===== src/inc/dag_pkg.sv =====
// Constants and types shared by the data address generator
package dag_pkg;

    // Widths of the data path
    localparam int DAG_ADDR_W = 12;
    localparam int DAG_DATA_W = 8;
    localparam int DAG_PADDR_W = 20;
    localparam int DAG_NPAIR = 3;

    // Access window split and fixed banks
    localparam logic [7:0] DAG_ACC_SPLIT = 8'h60;
    localparam logic [3:0] DAG_LOW_BANK = 4'h0;
    localparam logic [3:0] DAG_SFR_BANK = 4'hf;

    // Special-function addresses kept in this block
    localparam logic [11:0] DAG_BSR_ADDR = 12'hfe0;
    // Low byte of each pointer pair; the high byte sits one above
    localparam logic [11:0] DAG_PTR_LO_ADDR [DAG_NPAIR] =
        '{12'hfe9, 12'he1 + 12'hf00, 12'hfd9};
    // First virtual operand of each pair, in the order w-offset,
    // pre-increment, post-decrement, post-increment, plain
    localparam logic [11:0] DAG_VIRT_BASE [DAG_NPAIR] =
        '{12'hfeb, 12'hfe3, 12'hfdb};
    localparam logic [11:0] DAG_VIRT_SPAN = 12'h005;

    // Values after reset
    localparam logic [11:0] DAG_PTR_RST = 12'h000;
    localparam logic [3:0] DAG_BSR_RST = 4'h0;
    localparam logic [15:0] DAG_IMPL_BANKS_RST = 16'hffff;

    // Addressing class of the instruction in flight
    typedef enum logic [4:0] {
        DAG_CL_INHERENT = 5'b00001,
        DAG_CL_LITERAL = 5'b00010,
        DAG_CL_DIRECT = 5'b00100,
        DAG_CL_ABSOLUTE = 5'b01000,
        DAG_CL_BRANCH = 5'b10000
    } dag_class_t;

    // Virtual operand kinds
    typedef enum logic [5:0] {
        DAG_VOP_NONE = 6'b000001,
        DAG_VOP_PLAIN = 6'b000010,
        DAG_VOP_POST_INCREMENT_OPERAND = 6'b000100,
        DAG_VOP_POST_DECREMENT_OPERAND = 6'b001000,
        DAG_VOP_PRE_INCREMENT_OPERAND = 6'b010000,
        DAG_VOP_W_OFFSET_OPERAND = 6'b100000
    } dag_vop_t;

    typedef struct packed {
        logic hit;
        logic [1:0] pair;
        dag_vop_t op;
    } dag_virt_t;

    typedef struct packed {
        logic hit;
        logic [1:0] pair;
        logic hi;
    } dag_ptrhit_t;

endpackage


===== src/inc/dag_ptr_if.sv =====
// Control and value lines between the generator and one pointer pair
`timescale 1ns/1ns
interface dag_ptr_if #(parameter int PTR_W = 12);
    logic load_lo;
    logic load_hi;
    logic [7:0] load_data;
    logic inc;
    logic dec;
    logic [PTR_W-1:0] value;

    modport pair (input load_lo, input load_hi, input load_data,
                  input inc, input dec, output value);
    modport ctl (output load_lo, output load_hi, output load_data,
                 output inc, output dec, input value);
endinterface


===== src/verilog/dag_ptr_pair.sv =====
// One pointer pair: high and low byte held as one linear value
`timescale 1ns/1ns
module dag_ptr_pair
    import dag_pkg::*;
#(
    parameter int PTR_W = DAG_ADDR_W
)
(
    input wire logic mclk,
    input wire logic rst,
    dag_ptr_if.pair port
);

    logic [PTR_W-1:0] value_q;

    // A byte load wins over any step, so a write landing on the pair
    // stores exactly the written value
    always_ff @(posedge mclk)
    begin
        if (rst)
        begin
            value_q <= PTR_W'(DAG_PTR_RST);
        end
        else if (port.load_lo || port.load_hi)
        begin
            if (port.load_lo)
            begin
                value_q[7:0] <= port.load_data;
            end
            if (port.load_hi)
            begin
                value_q[PTR_W-1:8] <= port.load_data[PTR_W-9:0];
            end
        end
        else if (port.inc)
        begin
            value_q <= value_q + PTR_W'(1); // Carries across bytes
        end
        else if (port.dec)
        begin
            value_q <= value_q - PTR_W'(1); // Borrows across bytes
        end
    end

    assign port.value = value_q;

endmodule


===== src/verilog/dag_top.sv =====
// Operand address generator for the data memory of an 8-bit core
// Operation
// - Low address byte comes from the opcode's low 8-bit field.
// - Access bit one: bank select joined above the 8-bit field.
// - Access bit zero: bank select ignored, address in access window.
// - Full 12-bit opcode addresses are used directly, bank ignored.
// - Destination bit one writes back to file, zero to working register; absolute ops write the file either way.
// - Inherent has no operand; literal carries value; jumps 20-bit.
// - Three pointer pairs of two bytes hold 12-bit addresses.
// - Plain indirect accesses pointer location, pointer unchanged.
// - Indirect access reaches any bank regardless of bank select.
// - Post-decrement accesses at pointer, then pointer minus one.
// - Post-increment accesses at pointer, then pointer plus one.
// - Pre-increment adds one first, then accesses new location.
// - W-offset accesses pointer plus signed W, nothing changes.
// - Steps act on the whole pair with carry or borrow.
// - Pointer steps never touch arithmetic status flags.
// - Indirect read landing on a virtual operand returns 00h.
// - Indirect write landing on a virtual operand stores nothing; the write is dropped, yet pre/post steps still apply.
// - Write through a pair onto itself stores value, no step.
// - Pointer bytes are real registers reachable by any access.
// - Bank select keeps four bits; upper bits read zero.
// - Window 00h-5Fh is bank zero bottom, 60h-FFh bank fifteen top.
// - Unimplemented banks ignore writes and read as zeros.
`timescale 1ns/1ns
module dag_top
    import dag_pkg::*;
#(
    parameter logic [15:0] IMPL_BANKS = DAG_IMPL_BANKS_RST
)
(
    input wire logic mclk,
    input wire logic rst,
    input wire logic op_valid,
    input dag_class_t op_class,
    input wire logic [7:0] op_file_addr,
    input wire logic op_access,
    input wire logic op_dest,
    input wire logic [DAG_ADDR_W-1:0] op_abs_addr,
    input wire logic [DAG_DATA_W-1:0] op_literal,
    input wire logic [DAG_PADDR_W-1:0] op_prog_addr,
    input wire logic op_reads_file,
    input wire logic op_writes_file,
    input wire logic [DAG_DATA_W-1:0] wr_data,
    input wire logic [DAG_DATA_W-1:0] w_reg,
    output logic [DAG_ADDR_W-1:0] mem_addr_q,
    output logic mem_rd_en_q,
    output logic mem_wr_en_q,
    output logic [DAG_DATA_W-1:0] mem_wr_data_q,
    output logic rd_zero_q,
    output logic rd_local_q,
    output logic [DAG_DATA_W-1:0] rd_local_data_q,
    output logic res_to_w_q,
    output logic lit_valid_q,
    output logic [DAG_DATA_W-1:0] literal_q,
    output logic jump_valid_q,
    output logic [DAG_PADDR_W-1:0] prog_addr_q,
    output logic op_done_q,
    output logic [3:0] bank_select_reg_q,
    output logic [DAG_ADDR_W-1:0] pointer_pair_0_q,
    output logic [DAG_ADDR_W-1:0] pointer_pair_1_q,
    output logic [DAG_ADDR_W-1:0] pointer_pair_2_q
);

    dag_ptr_if #(.PTR_W(DAG_ADDR_W)) pif [DAG_NPAIR] ();

    logic [DAG_ADDR_W-1:0] ptr_val [DAG_NPAIR];
    logic ld_lo [DAG_NPAIR];
    logic ld_hi [DAG_NPAIR];
    logic step_inc [DAG_NPAIR];
    logic step_dec [DAG_NPAIR];

    logic [DAG_ADDR_W-1:0] dir_addr;
    logic [DAG_ADDR_W-1:0] eff_addr;
    logic [DAG_ADDR_W-1:0] src_ptr;
    dag_virt_t src_virt;
    dag_virt_t dst_virt;
    dag_ptrhit_t dst_ptr;
    logic has_file;
    logic do_read;
    logic do_write;
    logic blocked;
    logic bank_ok;
    logic is_local;
    logic bsr_hit;
    logic [DAG_DATA_W-1:0] local_data;

    // Map an address onto the virtual operand it names, if any
    function automatic dag_virt_t virt_of(input logic [11:0] a);
        dag_virt_t r;
        logic [11:0] off;
        r = '{hit: 1'b0, pair: 2'd0, op: DAG_VOP_NONE};
        off = 12'h000;
        for (int p = 0; p < DAG_NPAIR; p++)
        begin
            if (a >= DAG_VIRT_BASE[p] &&
                a < DAG_VIRT_BASE[p] + DAG_VIRT_SPAN)
            begin
                off = a - DAG_VIRT_BASE[p];
                r.hit = 1'b1;
                r.pair = 2'(p);
                case (off[2:0])
                    3'h0: r.op = DAG_VOP_W_OFFSET_OPERAND;
                    3'h1: r.op = DAG_VOP_PRE_INCREMENT_OPERAND;
                    3'h2: r.op = DAG_VOP_POST_DECREMENT_OPERAND;
                    3'h3: r.op = DAG_VOP_POST_INCREMENT_OPERAND;
                    default: r.op = DAG_VOP_PLAIN;
                endcase
            end
        end
        return r;
    endfunction

    // Map an address onto a pointer byte, if any
    function automatic dag_ptrhit_t ptr_of(input logic [11:0] a);
        dag_ptrhit_t r;
        r = '{hit: 1'b0, pair: 2'd0, hi: 1'b0};
        for (int p = 0; p < DAG_NPAIR; p++)
        begin
            if (a == DAG_PTR_LO_ADDR[p] ||
                a == DAG_PTR_LO_ADDR[p] + 12'h001)
            begin
                r.hit = 1'b1;
                r.pair = 2'(p);
                r.hi = (a != DAG_PTR_LO_ADDR[p]);
            end
        end
        return r;
    endfunction

    // Pointer pairs, one instance each
    for (genvar g = 0; g < DAG_NPAIR; g++)
    begin : g_pair
        dag_ptr_pair #(.PTR_W(DAG_ADDR_W)) u_pair (
            .mclk(mclk),
            .rst(rst),
            .port(pif[g])
        );
        assign pif[g].load_lo = ld_lo[g];
        assign pif[g].load_hi = ld_hi[g];
        assign pif[g].load_data = wr_data;
        assign pif[g].inc = step_inc[g];
        assign pif[g].dec = step_dec[g];
        assign ptr_val[g] = pif[g].value;
    end

    assign pointer_pair_0_q = ptr_val[0];
    assign pointer_pair_1_q = ptr_val[1];
    assign pointer_pair_2_q = ptr_val[2];

    // Direct address: banked, access window or full opcode address
    always_comb
    begin
        dir_addr = {DAG_LOW_BANK, op_file_addr};
        if (op_class == DAG_CL_ABSOLUTE)
        begin
            dir_addr = op_abs_addr;
        end
        else if (op_access)
        begin
            dir_addr = {bank_select_reg_q, op_file_addr};
        end
        else if (op_file_addr >= DAG_ACC_SPLIT)
        begin
            dir_addr = {DAG_SFR_BANK, op_file_addr};
        end
    end

    // Resolve indirect operands to the pointed-at location
    always_comb
    begin
        has_file = op_valid &&
            (op_class == DAG_CL_DIRECT || op_class == DAG_CL_ABSOLUTE);
        src_virt = virt_of(dir_addr);
        if (!has_file)
        begin
            src_virt.hit = 1'b0;
        end
        src_ptr = ptr_val[src_virt.pair];
        eff_addr = dir_addr;
        if (src_virt.hit)
        begin
            // Full pointer value, bank select plays no part
            case (src_virt.op)
                DAG_VOP_PRE_INCREMENT_OPERAND: eff_addr = src_ptr + 12'h001;
                DAG_VOP_W_OFFSET_OPERAND:
                    eff_addr = src_ptr + {{4{w_reg[7]}}, w_reg};
                default: eff_addr = src_ptr;
            endcase
        end
        dst_virt = virt_of(eff_addr);
        dst_ptr = ptr_of(eff_addr);
    end

    // Access qualification
    always_comb
    begin
        // Result goes to the file with destination bit set, or always for absolute ops
        do_write = has_file && op_writes_file &&
            (op_class == DAG_CL_ABSOLUTE || op_dest);
        do_read = has_file && op_reads_file;
        // Pointer chasing onto a virtual operand is refused
        blocked = src_virt.hit && dst_virt.hit;
        bank_ok = IMPL_BANKS[eff_addr[11:8]];
        bsr_hit = (eff_addr == DAG_BSR_ADDR);
        is_local = dst_ptr.hit || bsr_hit;
    end

    // Byte shown for reads of registers held in this block
    always_comb
    begin
        local_data = {4'h0, bank_select_reg_q};
        if (dst_ptr.hit)
        begin
            if (dst_ptr.hi)
            begin
                local_data = {4'h0, ptr_val[dst_ptr.pair][11:8]};
            end
            else
            begin
                local_data = ptr_val[dst_ptr.pair][7:0];
            end
        end
    end

    // Pointer loads and steps; no status flag path exists here
    always_comb
    begin
        for (int p = 0; p < DAG_NPAIR; p++)
        begin
            ld_lo[p] = do_write && !blocked && dst_ptr.hit &&
                dst_ptr.pair == 2'(p) && !dst_ptr.hi;
            ld_hi[p] = do_write && !blocked && dst_ptr.hit &&
                dst_ptr.pair == 2'(p) && dst_ptr.hi;
            step_inc[p] = src_virt.hit && src_virt.pair == 2'(p) &&
                (src_virt.op == DAG_VOP_POST_INCREMENT_OPERAND ||
                 src_virt.op == DAG_VOP_PRE_INCREMENT_OPERAND);
            step_dec[p] = src_virt.hit && src_virt.pair == 2'(p) &&
                src_virt.op == DAG_VOP_POST_DECREMENT_OPERAND;
        end
    end

    // Bank select: four bits kept, written by any write that lands on it
    always_ff @(posedge mclk)
    begin
        if (rst)
        begin
            bank_select_reg_q <= DAG_BSR_RST;
        end
        else if (do_write && !blocked && bsr_hit)
        begin
            bank_select_reg_q <= wr_data[3:0];
        end
    end

    // Memory request for the resolved address, one cycle after the op
    always_ff @(posedge mclk)
    begin
        if (rst)
        begin
            mem_addr_q <= '0;
            mem_rd_en_q <= 1'b0;
            mem_wr_en_q <= 1'b0;
            mem_wr_data_q <= '0;
        end
        else
        begin
            mem_addr_q <= eff_addr;
            mem_rd_en_q <= do_read && !blocked && bank_ok && !is_local;
            // Locally held registers and refused targets stay off the bus
            mem_wr_en_q <= do_write && !blocked && bank_ok &&
                !is_local;
            mem_wr_data_q <= wr_data;
        end
    end

    // Read answer for the operand: zero, local byte or memory
    always_ff @(posedge mclk)
    begin
        if (rst)
        begin
            rd_zero_q <= 1'b0;
            rd_local_q <= 1'b0;
            rd_local_data_q <= '0;
        end
        else
        begin
            rd_zero_q <= do_read && (blocked || !bank_ok);
            rd_local_q <= do_read && !blocked && is_local;
            rd_local_data_q <= local_data;
        end
    end

    // Result steering: a direct op with the destination bit clear
    // hands its result to the working register instead of the file
    always_ff @(posedge mclk)
    begin
        if (rst)
        begin
            res_to_w_q <= 1'b0;
        end
        else
        begin
            res_to_w_q <= has_file && op_class == DAG_CL_DIRECT &&
                !op_dest;
        end
    end

    // Literal operand, passed through with its valid pulse
    always_ff @(posedge mclk)
    begin
        if (rst)
        begin
            lit_valid_q <= 1'b0;
            literal_q <= '0;
        end
        else
        begin
            lit_valid_q <= op_valid && op_class == DAG_CL_LITERAL;
            literal_q <= op_literal;
        end
    end

    // Program address of a call or jump; the data path never uses it
    always_ff @(posedge mclk)
    begin
        if (rst)
        begin
            jump_valid_q <= 1'b0;
            prog_addr_q <= '0;
        end
        else
        begin
            jump_valid_q <= op_valid && op_class == DAG_CL_BRANCH;
            prog_addr_q <= op_prog_addr;
        end
    end

    // Completion pulse, one per accepted op; inherent ops only raise
    // this. Pointer updates land on this same edge, so the next op
    // already sees them and no stall cycle is needed
    always_ff @(posedge mclk)
    begin
        if (rst)
        begin
            op_done_q <= 1'b0;
        end
        else
        begin
            op_done_q <= op_valid;
        end
    end

endmodule

===== config.mk =====
export PLATFORM = sky130hd
export DESIGN_NAME = dag_top
export DESIGN_NICKNAME = d
export VERILOG_FILES = /design/src/inc/dag_pkg.sv /design/src/inc/dag_ptr_if.sv /design/src/verilog/dag_ptr_pair.sv /design/src/verilog/dag_top.sv
export SDC_FILE = /design/constraint.sdc
export NUM_CORES = 1
export LEC_CHECK = 0
export BUFFER_PORTS_ARGS = -buffer_cell sky130_fd_sc_hd__buf_2
export CAP_MARGIN = 30
export CORE_ASPECT_RATIO = 0.75
export CORE_MARGIN = 4
export CORE_UTILIZATION = 30
export DETAILED_ROUTE_END_ITERATION = 10
export GPL_ROUTABILITY_DRIVEN = 0
export GPL_TIMING_DRIVEN = 0
export PLACE_DENSITY = 0.48
export SYNTH_ARGS = -nofsm -noshare
export SYNTH_HDL_FRONTEND = slang
export SYNTH_SLANG_ARGS = --single-unit

===== constraint.sdc =====
create_clock -name mclk -period 8.1 [get_ports mclk]
set_clock_uncertainty 0.1 [all_clocks]
set_input_delay 0.81 -clock mclk [delete_from_list [all_inputs] [get_ports mclk]]
set_output_delay 0.81 -clock mclk [all_outputs]
set_load 0.005 [all_outputs]

Yosys cells after proc, flatten, opt, wreduce, memory -nomap -nowiden --
Memory sizes are Yosys's and may differ from the RTL's. Index checks and enable logic that the tools add are counted. Widths: inputs -> output; s select.
Cells by class: magnitude comparators 16, muxes and demuxes 45, equal/unequal tests 46, divide/modulo/power cells 0, reductions and logical operators 77, multipliers 0, shift operators 0, add/sub/neg operators 14, bitwise operators 3
Operators by type and width (count):
- $mux 12 | 17
- $pmux 6 s4 | 6
- $eq 12x12->1 const B | 7
- $ge 12x12->1 const B | 6
- $lt 12x12->1 const B | 6
- $mux 9 | 6
- $add 12x1->12 const B | 4
- $bmux 12 s2 | 2
- $logic_and 1x1->1 | 43
- $eq 3x2->1 const B | 12
- $ne 12x12->1 const B | 3
- $sub 12x1->12 const B | 3
- $mux 4 | 8
- $mux 8 | 3
- $pmux 12 s2 | 1
- $eq 3x1->1 const B | 6
- $logic_not 3->1 | 6
- $sub 3x2->3 const B | 6
- $add 12x12->12 | 1
- $ne 2x1->1 const B | 6
- $reduce_and 2->1 | 6
- $logic_or 1x1->1 | 11
- $reduce_bool 3->1 | 3
- $ge 8x7->1 const B | 1
- other kinds (18) | 28
Word-level totals: bits in writable memories 0, ROM bits 16, output and inout port bits 104, latch bits 0, memories kept 1, flip-flop bits (word level) 104, word-level logic and storage cells 223
Memory list:
- (no name shown) | words 16, width 1, rd ports 1, clocked after Yosys merged registers in 0, write ports 0, line dag_top.sv:204 | bank_ok = IMPL_BANKS[eff_addr[11:8]];

Longest topological paths before layout --
Gate-level depths: netlist of the first run.
depth after elaboration 32, mapped depth 27, gate-level depth less buffers 22

Cells and area by module --
From an unflattened synthesis of the first run, not the netlist that was laid out.
Second synthesis, totals: cell total of the unflattened synthesis 884, area total of the unflattened synthesis 7317.0 um2
By module, submodules not included:
- dag_top | cells an instance 485, sequential area each 1361.3 um2, instances 1, area each 4209.0 um2
- dag_ptr_pair | cells an instance 133, sequential area each 240.2 um2, instances 3, area each 1036.0 um2

Worst setup path after synthesis of the first run --
OpenSTA, ideal clock, no wires.
path kind input port to flip-flop, from in op_class[1], to reg g_pair[1].u_pair.value_q[2], library setup time 0.128 ns, stages on the path 25, buffers on the path 3, setup slack 1.581 ns, arrival 6.291 ns, cells stage by stage or3_1 nor2_1 buf_2 buf_1 mux2i_1 ha_1 o31a_1 clkbuf_1 and2_1 nand2b_1 ha_1 inv_1 fa_1 nor2b_1 o31a_1 o31ai_1 xor2_1 nor4b_1 o21ai_0 a211oi_4 nand4_4 nor3_4 mux2i_4 mux2i_1 nor2_1
Between the ends: cells in the longest elaborated chain, start to end 27, elaborated cells on any way between the ends 98
Ends and longest elaborated chain:
- start: declaration | line dag_top.sv:35 | input dag_class_t op_class,
- $eq 5x4->1 | line dag_top.sv:155, dag_top.sv:173, dag_top.sv:200
- $mux 12 | line dag_top.sv:155 | if (op_class == DAG_CL_ABSOLUTE)
- $ge 12x12->1 or $lt 12x12->1 (tied branches) | line dag_top.sv:96, dag_top.sv:97
- $logic_and 1x1->1 | line dag_top.sv:96 | if (a >= DAG_VIRT_BASE[p] &&
- $mux 9 (2 in a row) | line dag_top.sv:96
- $not 2->3 (not written as such) | line dag_top.sv:179 | src_ptr = ptr_val[src_virt.pair];
- $bmux 12 s2 | line dag_top.sv:179
- $mux 12 (not written as such) (2 in a row) | line dag_top.sv:179
- [5 not listed]
- $mux 9 (3 in a row) | line dag_top.sv:96
- $logic_and 1x1->1 | line dag_top.sv:203 | blocked = src_virt.hit && dst_virt.hit;
- $logic_not 1->1 | line dag_top.sv:231, dag_top.sv:233
- $logic_and 1x1->1 (3 in a row) | line dag_top.sv:231, dag_top.sv:233
- $logic_and 1x1->1 (on tied branches) | line dag_top.sv:232, dag_top.sv:234
- $logic_or 1x1->1 | line dag_ptr_pair.sv:24 | else if (port.load_lo || port.load_hi)
- $ne 2x1->1 (no source line) or $reduce_bool 3->1 (tied branches)
- $reduce_and 2->1 (no source line)
- end signal: assignment | line dag_ptr_pair.sv:22 | value_q <= PTR_W'(DAG_PTR_RST);
- end signal: assignment | line dag_ptr_pair.sv:28 | value_q[7:0] <= port.load_data;
- end signal: indexed assignment | line dag_ptr_pair.sv:32 | value_q[PTR_W-1:8] <= port.load_data[PTR_W-9:0];
- end: declaration | line dag_ptr_pair.sv:14 | logic [PTR_W-1:0] value_q;
Parallel ways exist; a longest one is shown, timed or not. The select of a mux whose other input is x is not followed. A chain may end at the register's enable or synchronous reset.

Worst setup path after layout of the first run --
from in op_class[1], to reg g_pair[1].u_pair.value_q[5]
The elaborated chain is that of the path after synthesis.

==> metrics.txt, run 1 <==
Layout area overhead=21.23%; asr flop ratio synth=0; total global routing overflow=0; CTS tree=done; Yosys reg bits=104; Buf/Inv on CP=4; crit path capture type=flip-flop; Mapped Cells=857; via count=7250; Slew @ Worst Pin=942.9 ps; first-pass GRT wire length=42.01 mm; layout cell share with drive strength beyond 1=0.2502; WS Path Type=input port to flip-flop; clock buffer depth=2; WP data arrival=7430 ps; final hold violations=0; initial antenna violation count=1; Layout Nets=1165; H-tree Lvls=3; Die W=187.1 um; Avg WL per Cell=20.62 um; Sequential Area=2082 sq um; largest net degree at the start of global routing=19; post-synthesis cell type count=92; run status=finished clean; gr usage total=0.2029; via/cell ratio=5.382; ant diodes=0; mean post-synth cell area=8.417 sq um; TritonCTS buffer count=9; peak supply drop=0.09901 mV; die area=26610 sq um; drt pass-1 iters=5; syn nets=979; RSZ-0062 raised after global routing=no; slowest CP cell=mux2i_4; Reg clk slew, reported paths=80 ps; cell leakage power=3.711 nW; Yosys warning count=0; PwrDens=123.0 nW/um^2; Die H=142.3 um; DR iter-0 viols=619; Switching Fraction=0.2745; Gate power share=0.113; Post-CTS Setup Bufs=0; # setup viols final=0; Peak Freq=0.1368 GHz; Synth area leader=dfxtp_1; Max Slew Vio Count=0; area occupied by multi-input gates=4822 sq um; dominant cells by area after synthesis=dfxtp_1 29%, ha_1 7.3%, nor2_1 5.8%; Int Pwr=0.7806 mW; CTS Root Cell=clkbuf_16; Psw=0.2953 mW; Post-Syn Area=7213 sq um; Top delay family on crit path=simple AND/OR/NAND/NOR gates; row cnt=48; Buffers on Ports=176; Final HPWL DP=22.33 mm; clock sinks=104; Starting Density=0.3095; CP Data Required Time=8230 ps; WL final=27.77 mm; Post-synth EDFFs=0; top cell type's share of synthesized area=0.2886; setup TNS=0 ps; final period utilization=0.9022; number of global-route vias before repair=6769; HP Start=g_pair[0].u_pair.port.value[4]; post-layout minimum cycle time=7308 ps; clk_lat worst skew=360 ps; Synth Flop Type=dfxtp_1; CP max stage delay=540 ps; number of fill cells=2513; clock network fraction of total power=0.398; Worst Setup Start Kind=input port; Core Box Area=23300 sq um; # IOs=180; Seq pwr share=0.490; Worst Path Max Fanout=19; Max Cap Viol=0; r2r startpoint=bank_select_reg_q[1]; worst min-delay path category=flip-flop to flip-flop; Worst Setup SP=op_class[1]; total power=1.076 mW; worst relative slew slack=0.3656; DRC=0; Post-DRT Antenna Nets=0; register area share after synthesis=0.2886
==> cell type report <==
type                    count  area share
flip-flops and latches    104      0.2381
inverters                  29     0.01245
plain buffers              36     0.02246
repair buffers            176      0.1007
clock inverters             6    0.006153
multi-input cells         687      0.5514
clock buffers               9     0.02575
well taps                 300     0.04292
==> metal layers <==
metal,global-route usage,vias up,wire (um)
li1,-,3536,-
met2,0.2775,294,10670
met4,0.03462,2,306
met3,0.04855,29,2080
met5,0,-,7
met1,0.3214,3389,14710
==> cell usage in the layout (no fill, tap or decap), types with 6 or more instances in the layout <==
| cell type | n |
|---|---|
| nor2_1 | 112 |
| and2_1 | 9 |
| mux2i_1 | 22 |
| nor4_1 | 8 |
| mux2_2 | 14 |
| or3_1 | 9 |
| xor2_1 | 14 |
| clkbuf_1 | 17 |
| o22ai_1 | 14 |
| or2_2 | 9 |
| nand2b_1 | 12 |
| a211oi_1 | 23 |
| nor2b_1 | 48 |
| a21oi_1 | 58 |
| and3_1 | 10 |
| inv_1 | 29 |
| ha_1 | 42 |
| nand3_1 | 15 |
| a31oi_1 | 7 |
| buf_2 | 186 |
| o211ai_1 | 6 |
| xnor2_1 | 25 |
| o21bai_1 | 9 |
| o21ai_0 | 26 |
| nand2_1 | 26 |
| nand4_1 | 7 |
| o21a_1 | 6 |
| dfxtp_1 | 104 |
| a21o_1 | 9 |
| nor3_1 | 30 |
| clkbuf_16 | 9 |
==> sequential cells by signal, indices dropped and copies added, names as in the netlist, 4 cells and up <==
| name | flops |
|---|---|
| g_pair.u_pair.port.value | 36 |
| rd_local_data_q | 8 |
| mem_addr_q | 12 |
| literal_q | 8 |
| mem_wr_data_q | 8 |
| prog_addr_q | 20 |
| bank_select_reg_q | 4 |
==> final timing paths <==
path              slack, ps                             end  cells after the start
setup / recovery        790  g_pair[1].u_pair.port.value[5]                     25
hold / removal          480  g_pair[0].u_pair.port.value[4]                      2
setup reg to reg       1660  g_pair[1].u_pair.port.value[5]                     22
hold reg to reg         480  g_pair[0].u_pair.port.value[4]                      2
==> through the flow <==
step                instances  setup slack, ps  hold slack, ps  instance area, sq um  utilization
finish                   1347            792.5           476.1                  8745       0.3753
global route             1347            336.4           510.3                  8745       0.3753
CTS                      1348            480.6           469.1                  8748       0.3754
detailed placement       1333            137.2           454.3                  8469       0.3635
global placement         1333            125.4           453.6                  8469       0.3635
floorplan                 857             1581           385.9                  7213            -
==> synthesized netlist by cell type, drive strengths merged (12+ instances only) <==
cell	count
clkbuf	17
o21ai	31
nor3	34
nand2b	12
a21oi	59
nand2	28
inv	29
nand3	16
a211oi	28
o22ai	14
nor2b	49
mux2	16
mux2i	24
dfxtp	104
ha	42
buf	20
nor2	112
xnor2	25
xor2	14
==> timing repair <==
| action | in CTS | in global routing |
|---|---|---|
| resized for setup | 0 | 1 |
| setup endpoints to repair | 0 | 6 |
| hold buffers | 0 | 0 |
==> power groups by stage <==
stage               sequential (mW)  combinational, mW  clock [mW]
floorplan                     0.542             0.0537           0
global placement              0.539              0.119           0
detailed placement            0.539              0.119           0
CTS                           0.527              0.120       0.446
global route                  0.529              0.131       0.464
finish                        0.527              0.121       0.428
==> worst register-to-register path, stage by stage (launching register included) <==
cell	delay, ps
dfxtp_1	440
nor2b_1	110
a2111oi_0	360
mux2i_1	230
a21oi_1	620
clkbuf_1	400
and2_1	190
nand2b_1	80
ha_1	220
inv_1	70
fa_1	190
nor2b_1	60
o31a_1	300
o31ai_1	360
xor2_1	140
nor4b_1	310
o21ai_0	200
a211oi_4	380
nand4_4	270
nor3_4	450
mux2i_4	540
mux2i_1	240
nor2_1	50
==> cell families after synthesis <==
group | after synthesis | synth area share
and+or+nand+nor | 330 | 0.2472
AOI/OAI and AO/OA | 232 | 0.2295
DFF | 104 | 0.2886
buffers and inverters | 66 | 0.04284
adders and majority gates | 46 | 0.08395
muxes | 40 | 0.06054
xor gates and xnor gates | 39 | 0.04736
(Power assumes the default switching activity.)
==> run 2, diff against run 1 <==
==> constraint.sdc (replaced) <==
create_clock -name mclk -period 7.7 [get_ports mclk]
set_clock_uncertainty 0.1 [all_clocks]
set_input_delay 0.77 -clock mclk [delete_from_list [all_inputs] [get_ports mclk]]
set_output_delay 0.77 -clock mclk [all_outputs]
set_load 0.005 [all_outputs]
==> run 2 against run 1 <==
Compared with the run above:
- power up 5.2%
- critical endpoint is now g_pair[0].u_pair.port.value[3]
- first-iteration DRC count up 0.32%
- largest power group unchanged
- core utilization about the same
- combinational power up 5%
- sequential power up 5.1%
==> metrics.txt, run 2 (synthesized netlist as in run 1, its figures left out) <==
RSZ-0062 raised after global routing=no; peak supply drop=0.1046 mV (+5.7%); CP max stage delay=740 ps (+200 ps); Layout area overhead=21.34% (about the same); DRC=0 (unchanged); gr usage total=0.2029 (unchanged); post-layout minimum cycle time=7133 ps; Final HPWL DP=22.33 mm (unchanged); max FFs per register=36 (unchanged); Reg clk slew, reported paths=80 ps (about the same); row cnt=48 (unchanged); # IOs=180 (unchanged); crit path capture type=flip-flop; Buffers on Ports=176 (unchanged); ant diodes=0 (unchanged); via count=7238 (-0.17%); worst hold slack=470.9 ps (-5.262 ps); largest net degree at the start of global routing=19 (unchanged); CTS tree=done; Sequential Area=2082 sq um (unchanged); clock buffer depth=2 (unchanged); # setup viols final=0 (unchanged); first-pass GRT wire length=42.01 mm (unchanged); Worst Setup Start Kind=input port; WP data arrival=7240 ps (-190 ps); TritonCTS buffer count=9 (unchanged); final period utilization=0.9264; clk_lat worst skew=360 ps (about the same); DR iter-0 viols=621 (+0.32%); layout cell share with drive strength beyond 1=0.2510 (+0.0007154); cell leakage power=3.717 nW (+0.16%); worst relative slew slack=0.3844 (+0.01881); Max Cap Viol=0 (unchanged); commonest non-fill, non-tap cells in the layout=186 x buf_2, 112 x nor2_1, 104 x dfxtp_1, 58 x a21oi_1, 48 x nor2b_1; Starting Density=0.3095 (unchanged); WS Path Type=input port to flip-flop; WL final=27.77 mm (about the same); initial antenna violation count=1 (unchanged); Avg WL per Cell=20.60 um (-0.11%); Slew @ Worst Pin=914.9 ps (-27.96 ps); total global routing overflow=0 (unchanged); number of global-route vias before repair=6769 (unchanged); run status=finished clean; Worst Path Max Fanout=19 (unchanged); H-tree Lvls=3 (unchanged); Finished Cell Area=8752 sq um (about the same); Placed Area=8469 sq um (unchanged); area occupied by multi-input gates=4822 sq um (unchanged); Die W=187.1 um (unchanged); Layout Nets=1166 (+0.086%); CP Data Required Time=7810 ps (-420 ps); Post-DRT Antenna Nets=0 (unchanged); drt pass-1 iters=5 (unchanged); Max Slew Vio Count=0 (unchanged); via/cell ratio=5.369 (-0.24%); die area=26610 sq um (unchanged); slowest CP cell=o21ai_1; Core Box Area=23300 sq um (unchanged); CTS Root Cell=clkbuf_16; number of fill cells=2513 (unchanged); clock sinks=104 (unchanged); Die H=142.3 um (unchanged); PwrDens=129.4 nW/um^2 (+5.1%); Peak Freq=0.1402 GHz; final hold violations=0 (unchanged); setup TNS=0 ps (unchanged); most common cell after layout, fill and taps aside=buf_2; worst min-delay path category=flip-flop to flip-flop
run 2: worst max-delay path: cells and delay by family:
kind | cells | cell delay (ps)
simple gates | 8 | 1860
buf+inv | 4 | 840
fa+ha+maj | 3 | 880
compound gates | 8 | 2320
mux | 1 | 370
xor+xnor | 1 | 180
run 2: repair_timing:
item / CTS / global route
hold buffers: 0 / 0
endpoints found under the setup margin: 0 / 47
resized for setup: 0 / 1
buffers inserted: 0 / 1
run 2: area by class of cell:
class,count,share of cell area
inverters,29,0.01244
well taps,300,0.04289
clock inverters,6,0.006147
plain buffers,36,0.02244
flip-flops and latches,104,0.2379
repair buffers,177,0.1015
multi-input cells,687,0.5510
clock buffers,9,0.02573
run 2: layer usage:
layer / track usage / share of wire / vias to the layer above / wire length [um]
met1: 0.3214 / 0.52 / 3350 / 14350
met3: 0.04855 / 0.087 / 28 / 2418
met2: 0.2775 / 0.38 / 321 / 10630
met5: 0 / 0.00025 / - / 7
li1: - / - / 3537 / -
met4: 0.03462 / 0.013 / 2 / 354
run 2: worst paths after layout:
check	start	endpoint	slack, ps	cells past startpoint
setup reg to reg	bank_select_reg_q[1]	g_pair[0].u_pair.port.value[3]	1400	22
hold / removal	g_pair[2].u_pair.port.value[2]	g_pair[2].u_pair.port.value[2]	470	2
setup / recovery	op_class[1]	g_pair[0].u_pair.port.value[3]	570	25
hold reg to reg	g_pair[2].u_pair.port.value[2]	g_pair[2].u_pair.port.value[2]	470	2
run 2: report_power, final:
| group | leakage, nW | switching, mW | internal, mW |
|---|---|---|---|
| combinational | 2.74 | 0.0801 | 0.0467 |
| sequential | 0.851 | 0.00300 | 0.551 |
| clock | 0.128 | 0.228 | 0.223 |
| total | 3.72 | 0.311 | 0.821 |
run 2: per-stage QoR:
stage / setup WS [ps] / cells / utilization / power, mW
after floorplan: 1221 / 857 / - / 0.6262
after global placement: -234.6 / 1333 / 0.3635 / 0.6927
after detailed placement: -222.8 / 1333 / 0.3635 / 0.6924
after CTS: 120.6 / 1348 / 0.3754 / 1.149
after global routing: 50.93 / 1348 / 0.3756 / 1.182
final: 566.9 / 1348 / 0.3756 / 1.132
==> run 3, diff against run 2 <==
--- a/config.mk
+++ b/config.mk
@@ -13,7 +13,7 @@
 export DETAILED_ROUTE_END_ITERATION = 10
 export GPL_ROUTABILITY_DRIVEN = 0
 export GPL_TIMING_DRIVEN = 0
-export PLACE_DENSITY = 0.48
+export PLACE_DENSITY = 0.5
 export SYNTH_ARGS = -nofsm -noshare
 export SYNTH_HDL_FRONTEND = slang
 export SYNTH_SLANG_ARGS = --single-unit
==> constraint.sdc (replaced) <==
create_clock -name mclk -period 6.4 [get_ports mclk]
set_clock_uncertainty 0.1 [all_clocks]
set_input_delay 0.64 -clock mclk [delete_from_list [all_inputs] [get_ports mclk]]
set_output_delay 0.64 -clock mclk [all_outputs]
set_load 0.005 [all_outputs]
==> run 3 against run 2 <==
Compared with the run above:
- cell area increased by 3.3%
- setup slack worse by 300 ps
- non-clock buffer count rose by 15
- final cell count up 1.2%
- clock power grew 24%
- combinational power increased by 25%
- critical path depth fell by 2
- global-route usage is 0.073 points lower
- hold slack worse by 100 ps
==> metrics.txt, run 3 (synthesized netlist as in run 1, its figures left out) <==
Post-DRT Antenna Nets=0 (unchanged); Worst Setup Start Kind=input port; WL final=27.82 mm (+0.19%); Die W=187.1 um (unchanged); Final HPWL DP=21.94 mm (-1.8%); Layout area overhead=25.39%; final period utilization=0.9586; CTS Root Cell=clkbuf_16; layout cell share with drive strength beyond 1=0.2801 (+0.02912); Placed Area=8469 sq um (unchanged); Max Cap Viol=0 (unchanged); commonest non-fill, non-tap cells in the layout=184 x buf_2, 111 x nor2_1, 104 x dfxtp_1, 57 x a21oi_1, 46 x nor2b_1; ant diodes=0 (unchanged); placed insts=1333 (unchanged); Die H=142.3 um (unchanged); Slew @ Worst Pin=930.3 ps (+15.39 ps); number of global-route vias before repair=6795 (+0.38%); Buffers on Ports=176 (unchanged); clock buffer depth=2 (unchanged); Peak Freq=0.1630 GHz; post-layout minimum cycle time=6135 ps; RSZ-0062 raised after global routing=no; Cell Count, Final, Fillers Out=1364 (+1.2%); WS Path Type=input port to flip-flop; R2R depth=21 (-4.5%); Core Box Area=23300 sq um (unchanged); DP Worst Slack=-1418 ps (-1195 ps); CP Data Required Time=6510 ps (-1300 ps); drt pass-1 iters=6 (+1); initial antenna violation count=0 (-1); run status=finished clean; die area=26610 sq um (unchanged); setup TNS=0 ps (unchanged); # IOs=180 (unchanged); largest net degree at the start of global routing=20 (+1); cell leakage power=3.863 nW (+3.9%); CTS tree=done; DR iter-0 viols=643 (+3.5%); Finished Cell Area=9045 sq um (+3.3%); Avg WL per Cell=20.39 um (-0.99%); Worst Path Max Fanout=15 (-4); # setup viols final=0 (unchanged); worst hold slack=370.2 ps (-100.7 ps); worst relative slew slack=0.3741 (-0.01035); via count=7399 (+2.2%); Starting Density=0.3095 (unchanged); row cnt=48 (unchanged); hold_buf cts=0 (unchanged); Layout Nets=1181 (+1.3%); most common cell after layout, fill and taps aside=buf_2; reg-to-reg critical path endpoint=rd_local_data_q[2]; total global routing overflow=0 (unchanged); final hold violations=0 (unchanged); crit path capture type=flip-flop; via/cell ratio=5.424 (+1.0%); DRC=0 (unchanged); Hold EP=op_done_q; max FFs per register=36 (unchanged); worst min-delay path category=input port to flip-flop; PwrDens=153.0 nW/um^2 (+18%); Max Slew Vio Count=0 (unchanged); final core occ=0.3882 (+0.01256); hold depth=2 (unchanged); r2r startpoint=bank_select_reg_q[0]; total power=1.384 mW (+22%); TritonCTS buffer count=9 (unchanged); clk_lat worst skew=370 ps (about the same); peak supply drop=0.1300 mV (+24%); Reg clk slew, reported paths=70 ps (about the same); WP data arrival=6240 ps (-1000 ps); Worst R2R Setup Slack=550 ps (-850 ps); H-tree Lvls=3 (unchanged); gr usage total=0.2022 (-0.0007326); clock sinks=104 (unchanged); HP Start=rst; first-pass GRT wire length=41.96 mm (-0.13%); worst setup margin=265.0 ps (-301.9 ps)
[run 3: critical path, cell delays in order]
cell and delay, ps:
buf_2 140, or3_4 450, nor2_4 170, buf_12 150, mux2i_4 240, ha_1 280
o31a_2 470, and3_1 230, ha_1 350, nor2b_2 180, o31a_1 320, buf_4 170
o311a_1 300, a311oi_1 310, o2bb2ai_1 120, a31oi_2 280, a211oi_4 110, nand3_4 170
nand2b_1 120, buf_2 270, mux2_2 410, a32oi_1 240, a311oi_1 140
[run 3: worst max-delay path by stage]
stage	start	to	slack, ps	depth (start not counted)
6_report	op_class[1]	rd_local_data_q[2]	260	23
5_1_grt	op_class[1]	g_pair[2].u_pair.port.value[0]	40	27
4_1_cts	op_class[1]	g_pair[1].u_pair.port.value[7]	7	27
3_5_place_dp	op_class[1]	g_pair[1].u_pair.port.value[7]	-1420	26
3_3_place_gp	op_class[1]	g_pair[1].u_pair.port.value[7]	-1420	26
2_1_floorplan	op_class[1]	g_pair[1].u_pair.port.value[2]	50	25
[run 3: timing repair]
| item | in CTS | in global routing |
|---|---|---|
| setup buffers | 6 | 12 |
| pin swaps | 6 | 9 |
| endpoints found under the setup margin | 52 | 51 |
| gates resized for setup | 20 | 21 |
[run 3: report_power, final]
group | internal, mW | switching [mW] | total [mW]
Sequential | 0.663 | 0.00372 | 0.667
Combinational | 0.0594 | 0.100 | 0.159
Clock | 0.275 | 0.282 | 0.557
[run 3: layer usage]
layer / share of wire / wire length (um) / up-vias / track usage
li1: - / - / 3583 / -
met1: 0.51 / 14170 / 3441 / 0.3161
met2: 0.38 / 10550 / 339 / 0.2706
met3: 0.092 / 2563 / 34 / 0.05101
met4: 0.017 / 461 / 2 / 0.04940
met5: 0.0024 / 67 / - / 0.01748
[run 3: area by class of cell]
class	instances	area, sq um
plain buffers	34	207.7
clock buffers	10	229.0
clock inverters	6	63.81
fillers	2459	14260
inverters	29	108.9
multi-input cells	687	4950
flip-flops and latches	104	2082
well taps	300	375.4
repair buffers	194	1028
